File: src/hdl/offcore_filter_map.svh
// Constants for the off-core response event filter
// Functional notes
// - Event 0xb7 mask 0x01 selects off-core counting
// - Any of four selectors may use it
// - One shared config register for all selectors
// - Bits 7:0 choose request types
// - Bits 15:8 choose response classes
// - Bit 0 counts demand and L1 data reads
// - Bit 1 counts demand ownership reads
// - Bit 2 counts demand code reads
// - Bit 3 counts writebacks
// - Bits 4-6 count L2 prefetch data/ownership/code
// - Bit 7 counts miscellaneous transactions
// - Bit 8 counts L3 hit without snoop
// - Bit 9 counts L3 hit clean snoop
// - Bit 10 counts L3 hit modified snoop
// - Bit 12 counts local cross-package forward
// - Bit 13 counts remote memory service
// - Bit 14 counts local memory service
// - Bit 15 counts I/O hub service
`ifndef OFFCORE_FILTER_MAP_SVH
`define OFFCORE_FILTER_MAP_SVH
`define OCR_CONFIG_ADDR 12'h1a6
`define OCR_EVENT_CODE 8'hb7
`define OCR_UNIT_MASK 8'h01
`define OCR_CONFIG_RESET 16'h0000
`define OCR_RESERVED_MASK 16'h0800
`define OCR_REQ_LSB 0
`define OCR_REQ_MSB 7
`define OCR_RSP_LSB 8
`define OCR_RSP_MSB 15
`define OCR_SELECTORS 4
`define OCR_COUNTER_WIDTH 48
`define OCR_BIT_DATA_READ 0
`define OCR_BIT_OWNERSHIP_READ 1
`define OCR_BIT_CODE_READ 2
`define OCR_BIT_WRITEBACK 3
`define OCR_BIT_L2_PF_DATA 4
`define OCR_BIT_L2_PF_OWNERSHIP 5
`define OCR_BIT_L2_PF_CODE 6
`define OCR_BIT_MISC 7
`define OCR_BIT_L3_HIT_NO_SNOOP 8
`define OCR_BIT_L3_HIT_CLEAN_SNOOP 9
`define OCR_BIT_L3_HIT_MODIFIED_SNOOP 10
`define OCR_BIT_RESERVED 11
`define OCR_BIT_CROSS_PACKAGE_FORWARD 12
`define OCR_BIT_REMOTE_MEMORY 13
`define OCR_BIT_LOCAL_MEMORY 14
`define OCR_BIT_IO_HUB 15
`endif

File: src/hdl/offcore_filter_pkg.sv
// Types for the off-core response event filter
package offcore_filter_pkg;
  // Request kinds, one bit each in the request byte
  typedef enum logic [2:0] {
    req_data_read = 3'h0,
    req_ownership_read = 3'h1,
    req_code_read = 3'h2,
    req_writeback = 3'h3,
    req_l2_pf_data = 3'h4,
    req_l2_pf_ownership = 3'h5,
    req_l2_pf_code = 3'h6,
    req_misc = 3'h7
  } req_kind_type;
  // Response classes; code 3 is reserved and never matches
  typedef enum logic [2:0] {
    rsp_l3_hit_no_snoop = 3'h0,
    rsp_l3_hit_clean_snoop = 3'h1,
    rsp_l3_hit_modified_snoop = 3'h2,
    rsp_reserved = 3'h3,
    rsp_cross_package_forward = 3'h4,
    rsp_remote_memory = 3'h5,
    rsp_local_memory = 3'h6,
    rsp_io_hub = 3'h7
  } rsp_kind_type;
  typedef struct packed {
    logic valid;
    req_kind_type req;
    rsp_kind_type rsp;
  } completion_type;
  typedef struct packed {
    logic wr;
    logic rd;
    logic [11:0] addr;
    logic [15:0] wdata;
  } cfg_access_type;
  typedef struct packed {
    logic [7:0] event_code;
    logic [7:0] unit_mask;
    logic enable;
  } event_select_type;
  typedef struct packed {
    logic [15:0] config_q;
    logic [15:0] rdata;
    logic rvalid;
    logic [3:0] hit;
    logic [3:0][47:0] count;
  } filter_state_type;
endpackage : offcore_filter_pkg

File: src/hdl/offcore_response_event_filter.sv
// Off-core response qualifier and the four core counters it feeds
`timescale 1ns/1ps
`include "offcore_filter_map.svh"
module offcore_response_event_filter
  import offcore_filter_pkg::*;
#(
  parameter int SELECTORS = `OCR_SELECTORS,
  parameter int COUNTER_WIDTH = `OCR_COUNTER_WIDTH
)(
  input wire logic ref_clk,
  input wire logic rst_b,
  input cfg_access_type cfg_access,
  output logic [15:0] cfg_rdata,
  output logic cfg_rvalid,
  input event_select_type [3:0] core_event_select_reg,
  input completion_type completion,
  output logic [3:0] offcore_match,
  output logic [3:0][47:0] core_general_counter,
  output logic [15:0] offcore_response_config
);

  // ----------------------------------------
  // Decoding helpers
  // ----------------------------------------
  function automatic logic is_offcore_event(input event_select_type sel);
    is_offcore_event = sel.enable && (sel.event_code == `OCR_EVENT_CODE)
                       && (sel.unit_mask == `OCR_UNIT_MASK);
  endfunction : is_offcore_event

  function automatic logic req_allowed(input logic [15:0] cfg, input req_kind_type req);
    logic [7:0] req_sel;
    req_sel = cfg[`OCR_REQ_MSB:`OCR_REQ_LSB];
    // Each request kind owns its bit
    req_allowed = req_sel[req];
  endfunction : req_allowed

  function automatic logic rsp_allowed(input logic [15:0] cfg, input rsp_kind_type rsp);
    logic [7:0] rsp_sel;
    rsp_sel = cfg[`OCR_RSP_MSB:`OCR_RSP_LSB];
    // Each response class owns its bit, bit 11 never counts
    rsp_allowed = rsp_sel[rsp] && (rsp != rsp_reserved);
  endfunction : rsp_allowed

  function automatic logic qualifies(input logic [15:0] cfg, input completion_type c);
    qualifies = c.valid && req_allowed(cfg, c.req) && rsp_allowed(cfg, c.rsp);
  endfunction : qualifies

  // ----------------------------------------
  // State
  // ----------------------------------------
  filter_state_type state_reg;
  filter_state_type state_next;
  logic match_now;

  always_comb
  begin
    state_next = state_reg;
    state_next.rvalid = 1'b0;
    if (cfg_access.wr && cfg_access.addr == `OCR_CONFIG_ADDR)
    begin
      // Reserved bit is not stored, so it always reads zero
      state_next.config_q = cfg_access.wdata & ~`OCR_RESERVED_MASK;
    end
    if (cfg_access.rd)
    begin
      state_next.rvalid = 1'b1;
      state_next.rdata = (cfg_access.addr == `OCR_CONFIG_ADDR) ? state_reg.config_q : 16'h0000;
    end
    match_now = qualifies(state_reg.config_q, completion);
    // One shared config qualifies every selector
    for (int i = 0; i < SELECTORS; i++)
    begin
      state_next.hit[i] = match_now && is_offcore_event(core_event_select_reg[i]);
      if (state_next.hit[i])
      begin
        state_next.count[i] = state_reg.count[i] + 48'h1;
      end
    end
  end

  always_ff @(posedge ref_clk or negedge rst_b)
  begin
    if (!rst_b)
    begin
      state_reg <= '0;
    end
    else
    begin
      state_reg <= state_next;
    end
  end

  assign cfg_rdata = state_reg.rdata;
  assign cfg_rvalid = state_reg.rvalid;
  assign offcore_match = state_reg.hit;
  assign core_general_counter = state_reg.count;
  assign offcore_response_config = state_reg.config_q;

  // ----------------------------------------
  // Per-selector checks
  // ----------------------------------------
  for (genvar g = 0; g < SELECTORS; g++)
  begin : per_selector

  end
endmodule : offcore_response_event_filter
File: config.mk
export PLATFORM = sky130hd
export DESIGN_NAME = offcore_response_event_filter
export DESIGN_NICKNAME = d
export VERILOG_FILES = /design/src/hdl/offcore_filter_pkg.sv /design/src/hdl/offcore_response_event_filter.sv
export VERILOG_INCLUDE_DIRS = /design/src /design/src/hdl
export SDC_FILE = /design/constraint.sdc
export NUM_CORES = 1
export LEC_CHECK = 0
export BUFFER_PORTS_ARGS = -buffer_cell sky130_fd_sc_hd__buf_2
export CORE_MARGIN = 4
export CORE_UTILIZATION = 47
export CTS_CLUSTER_DIAMETER = 40
export DETAILED_ROUTE_END_ITERATION = 16
export PLACE_DENSITY = 0.85
export SETUP_SLACK_MARGIN = 0.5
export SLEW_MARGIN = 0
export SYNTH_ARGS = -nofsm -noshare
export SYNTH_HDL_FRONTEND = slang
export SYNTH_SLANG_ARGS = --single-unit
File: constraint.sdc
create_clock -name ref_clk -period 1.9 [get_ports ref_clk]
set_input_delay 0.19 -clock ref_clk [delete_from_list [all_inputs] [get_ports ref_clk]]
set_output_delay 0.19 -clock ref_clk [all_outputs]
set_load 0.01 [all_outputs]
==> summary.txt, run 1 <==
Unrepaired setup endpoints after global routing: true
Crit Path Max Fanout: 7
Root buf cell: clkbuf_16
Gate power share: 4.4%
P_int: 9.56 mW
Critical path endpoint category: flip-flop
Layout area overhead: 68.3%
Slowest stage delay, CP: 610 ps
Fin util: 81.0%
Final TNS setup: -13030 ps
Worst path bufs/invs: 1
Final max-slew violation count: 0
PortBufs: 332
Sequential power share: 39.2%
Final Hold Fails: 0
Final wirelength: 46900 um
H-tree levels: 2
Required time worst endpoint: 2300 ps
Die Y-Extent: 161 um
Crit path cell chain: mux2i_1, nand3b_1, nand4_4, or4_4, buf_12, nor3_4, xor2_1
Switch Pwr: 2.80 mW
Fin crit period: 2140 ps
Vias in the first global route: 11620
Synth async-reset ratio: 100%
Outcome: finished with violations
Fin crit share: 112%
Yosys reg bits: 227
Total global-route track usage: 29.8%
# DRC: 0
Worst setup margin: -235 ps
Post-layout net count: 1710
DR pass1 iterations: 6
Hold/Removal Path Class: in2reg
Avg Vias per Cell: 5.94
GR Overflow Total: 0
Worst clock skew: 29.4 ps
Clock-pin slew on the worst setup and hold paths: 50 ps
Startpoint type of the worst setup path: flip-flop
Initial antenna violation count: 2
Final GP Congestion: 0.880
TritonCTS clock tree: done
Crit path arrival time: 2540 ps
Row cnt: 55
Synthesized area per cell: 10.8 sq um
Failing checks: setup timing
Netlist Area Pre-Place: 11000 sq um
Post-synth cell types: 42
Post-synth top area cell: dfrtp_1
Main synth FF type: dfrtp_1
First-pass GRT wire length: 62500 um
Die X: 161 um
Top-area cell type share of the netlist area: 51.7%
Slew HR: 51.7%
F_max: 468 MHz
Largest net degree at the start of global routing: 57
Vias: 11511
Sw frac: 22.7%
Worst-Skew Late Latency: 510 ps
Power per cell area: 668 nW/um^2
Seq/Total Area, Yosys: 51.7%
Layout cells sized above 1: 55.0%
Core box area: 22800 sq um
DP Worst Slack: -368 ps
Cells after synthesis: 1020
Final HPWL DP: 26700 um
Critical path class: reg2reg
Final setup fails: 147
MaxCap Viol Count: 0
Leak: 9.78 nW
VDD IR max: 0.000640 V
Clock Path Buffers: 3
Clock Power Share: 56.4%
Antenna Nets Post-Route: 0
Num Clock Sinks: 227
Number of top-level pins: 336
Fin area: 18500 sq um
Synth warnings: 0
Die area: 25900 sq um
Worst-Margin Slew: 715 ps
Initial cell density of the core: 48.1%
Cts bufs inserted: 36
DR WL/cell: 24.2 um
Area after DPL: 14800 sq um
Top post-synthesis cells by area: dfrtp_1, xnor2_1, nand4_1, xor2_1, nand3_1
Crit path max-delay cell type: or4_4
EDFF count, synth: 0
CP top delay family: simple AND/OR/NAND/NOR gates
1st-iter DRT viols: 1013
==> synth_stat cells (all sizes together) (2+ instances only) <==
cell type  count
and2          12
and3          58
and4          27
and4b          2
buf           24
clkbuf        16
dfrtp        227
ha             4
inv           35
mux2          18
mux2i          7
nand2         86
nand3         86
nand3b         3
nand4         78
nand4b         5
nor2          33
nor3          43
nor3b          3
nor4          25
nor4b          4
nor4bb         6
o22ai         15
or3            5
or4            5
xnor2        134
xor2          54
==> metrics by stage <==
step	hold WS [ps]	total power, mW	cells
final	115	12.4	1939
after CTS	83.3	12.3	1892
after global routing	123	12.7	1939
after global placement	155	5.33	1778
after detailed placement	163	5.34	1778
after floorplan	-106	5.03	1021
==> timing repair <==
item | CTS | global route
cloned | 4 | 6
setup endpoints to repair | 198 | 207
pin swaps | 68 | 149
setup buffers | 30 | 40
hold endpoints to repair | 62 | 0
hold buffers | 16 | 0
gates resized for setup | 85 | 201
==> worst register-to-register path: stages (launching register included) <==
cell      delay, ps
dfrtp_1         370
mux2i_1         110
nand3b_1        190
nand4_4         220
or4_4           610
buf_12          170
nor3_4          170
xor2_1          210
==> final timing paths <==
path / cells past startpoint / from / end / slack [ps]
setup / recovery: 7 / offcore_response_config[6]$_DFFE_PN0P_ / core_general_counter[125]$_DFFE_PN0P_ / -240
hold / removal: 4 / core_event_select_reg[20] / offcore_match[1]$_DFF_PN0_ / 120
setup reg to reg: 7 / offcore_response_config[6]$_DFFE_PN0P_ / core_general_counter[125]$_DFFE_PN0P_ / -240
hold reg to reg: 1 / core_general_counter[191]$_DFFE_PN0P_ / core_general_counter[191]$_DFFE_PN0P_ / 470
max in group asynchronous: 3 / rst_b / core_general_counter[107]$_DFFE_PN0P_ / 960
min in group asynchronous: 2 / rst_b / core_general_counter[114]$_DFFE_PN0P_ / 220
==> per-layer routing <==
metal,part of all wire (%),global-route usage (%),vias to the layer above
met5,0,0,-
met4,5.7,11.9,0
met3,8.3,6.98,243
met2,52,52.3,767
met1,35,35.6,5708
li1,-,-,4793
==> flip-flops by register name (all words and copies together), names as in the netlist <==
register                 flops
core_general_counter       192
cfg_rdata                   15
cfg_rvalid                   1
offcore_match                4
offcore_response_config     15
==> cell families after synthesis <==
kind of cell / after synthesis / share of synthesized area [%]
compound gates: 17 / 1.01
xor+xnor: 188 / 15.0
fa+ha+maj: 4 / 0.455
buf+inv: 75 / 3.22
flops: 227 / 51.7
mux: 25 / 2.48
other cells: 1 / 0.0341
simple gates: 483 / 26.2
==> final cells by class <==
cell class                 count  area [sq um]
multi-input combinational    719          6730
fill                        1120          4340
clock inverter                18           253
antenna                        1          2.50
timing repair buffer         580          4290
clock buffer                  46          1010
inverter                      35           131
sequential                   227          5700
tap                          313           392
==> power by group through the flow <==
stage                     logic [mW]  clock network [mW]  registers (mW)
after floorplan               0.0968                   0            4.93
after global placement         0.401                   0            4.93
after detailed placement       0.409                   0            4.93
after CTS                      0.505                6.92            4.84
after global routing           0.583                7.25            4.84
final                          0.545                6.97            4.84
==> cells in the final DEF, fill, tap and decap left out, types with 15 or more instances in the layout <==
cell type	netlist	routed
nand3_2	2	26
xnor2_1	134	101
xor2_1	54	51
buf_6	5	62
nor4_4	6	22
xnor2_2	0	33
and4_1	27	16
o22ai_1	15	15
nand3_1	83	28
inv_1	35	35
dfrtp_1	227	209
and3_1	58	47
nand4_1	77	77
nand3_4	1	32
nor2_1	33	19
clkbuf_16	0	42
dfrtp_2	0	18
nand2_1	86	64
dlygate4sd3_1	0	16
nor3_4	0	29
buf_2	13	325
buf_12	0	24
mux2_2	18	15
buf_4	5	141
Power figures use the tool's default switching activity.
==> run 2: changes to the inputs <==
Settings changed: CORE_UTILIZATION 47 to 52, PLACE_DENSITY 0.85 to 0.89.
Clock period 1.9 ns to 2.4 ns, I/O delays scaled along.
==> summary.txt, run 2 (synthesis gave the netlist of run 1 again) <==
# DRC: 0
Fin crit share: 93.4%
GR Overflow Total: 0
Most frequent cells in the layout: buf_2, dfrtp_1, xnor2_1, buf_4, nand4_1
VDD IR max: 0.000487 V
Power per cell area: 536 nW/um^2
Worst clock skew: 22.7 ps
Worst path bufs/invs: 2
1st-iter DRT viols: 1129
Final HPWL DP: 24000 um
Layout cells sized above 1: 51.6%
Final max-slew violation count: 0
Layout area overhead: 57.7%
Core box area: 20500 sq um
Crit path max-delay cell type: dfrtp_1
Startpoint type of the worst setup path: flip-flop
Area occupied by multi-input gates: 6530 sq um
Fillers: 920
Avg Vias per Cell: 6.29
Leak: 9.09 nW
Worst path depth: 8
Final GP Congestion: 0.868
Final setup fails: 0
Antenna Nets Post-Route: 0
Reg2Reg Depth: 8
Vias in the first global route: 10882
TritonCTS clock tree: done
Clock-pin slew on the worst setup and hold paths: 50 ps
Worst-Skew Late Latency: 500 ps
DR WL/cell: 26.0 um
PortBufs: 332
Clock Path Buffers: 3
Die X: 153 um
Worst-Margin Slew: 744 ps
Power consumption: 9.29 mW
Die area: 23500 sq um
Crit Path Max Fanout: 5
Hold depth: 2
H-tree levels: 2
Slowest stage delay, CP: 430 ps
Commonest non-fill, non-tap cell in the layout: buf_2
FF/Latch Area: 5700 sq um
F_max: 446 MHz
Critical path class: reg2reg
MaxCap Viol Count: 0
Max reg flops: 192
Root buf cell: clkbuf_16
Number of top-level pins: 336
Total global-route track usage: 31.0%
Setup crit start: core_general_counter[97]$_DFFE_PN0P_
Unrepaired setup endpoints after global routing: true
First-pass GRT wire length: 59400 um
R2R Path Start: core_general_counter[97]$_DFFE_PN0P_
Crit path arrival time: 2650 ps
Final TNS setup: 0 ps
Initial antenna violation count: 0
Min Hold Slack: 24.5 ps
Required time worst endpoint: 2810 ps
CP Capture Point: core_general_counter[120]$_DFFE_PN0P_
DR pass1 iterations: 5
Flop2flop setup slack: 160 ps
Post-layout net count: 1632
Crit path cell chain: ha_1, nand2_2, nor4_4, nand4_1, buf_4, buf_6, nor2_4, xor2_1
Die Y-Extent: 153 um
Final Hold Fails: 0
Initial cell density of the core: 53.7%
Fin crit period: 2240 ps
Cts bufs inserted: 34
FF-to-FF End: core_general_counter[120]$_DFFE_PN0P_
Row cnt: 52
Num Clock Sinks: 227
Number of diodes: 0
Outcome: complete, no violations
Slew HR: 50.3%
Final wirelength: 47300 um
Vias: 11431
Largest net degree at the start of global routing: 80
Critical path endpoint category: flip-flop
CP top delay family: simple AND/OR/NAND/NOR gates
Hold/Removal Path Class: in2reg
## run 2: per-stage QoR
step / utilization (%) / std cells / instance area [sq um] / setup slack [ps]
floorplan: - / 1021 / 11100 / 399
global placement: 64.9 / 1621 / 13300 / 197
detailed placement: 64.9 / 1621 / 13300 / 34.3
CTS: 75.8 / 1748 / 15500 / 375
global route: 84.6 / 1816 / 17300 / 95.5
finish: 84.6 / 1816 / 17300 / 159
## run 2: worst register-to-register path, stage by stage (launching register included)
cell     delay (ps)
dfrtp_1         430
ha_1            300
nand2_2         210
nor4_4          420
nand4_1         230
buf_4           210
buf_6           130
nor2_4          100
xor2_1          130
## run 2: final cells by class
cell class / instances / share of cell area [%]
inverter: 35 / 0.758
clock buffer: 48 / 5.79
timing repair buffer: 504 / 20.1
tap: 270 / 1.95
multi-input combinational: 719 / 37.6
clock inverter: 13 / 0.859
sequential: 227 / 32.9
## run 2: what timing repair did
item                                   CTS  global route
gates resized for setup                 92           240
gates cloned                             6             6
setup endpoints to repair              182           189
hold buffers                            15             0
pin swaps                               28           137
buffers inserted                        45            62
endpoints found under the hold margin   87             0
## run 2: worst min-delay path by stage
stage                               from                                 endpoint  slack, ps
after floorplan                    rst_b                 cfg_rdata[0]$_DFFE_PN0P_        -60
after global placement             rst_b     core_general_counter[70]$_DFFE_PN0P_        270
after detailed placement           rst_b     core_general_counter[68]$_DFFE_PN0P_        280
after CTS                 cfg_access[10]  offcore_response_config[10]$_DFFE_PN0P_          7
after global routing      cfg_access[10]  offcore_response_config[10]$_DFFE_PN0P_         10
final                     cfg_access[10]  offcore_response_config[10]$_DFFE_PN0P_         20
## run 2: per-layer routing
metal,track usage (%),routed length [um],vias to the layer above
met3,6.70,4430,261
li1,-,-,4657
met2,53.7,23800,930
met5,0,0,-
met4,12.2,3220,0
met1,37.9,15800,5583
## run 2: power breakdown
part           switching (mW)  internal (mW)
Sequential            0.00130           3.83
Combinational           0.227          0.174
Clock                    1.90           3.16
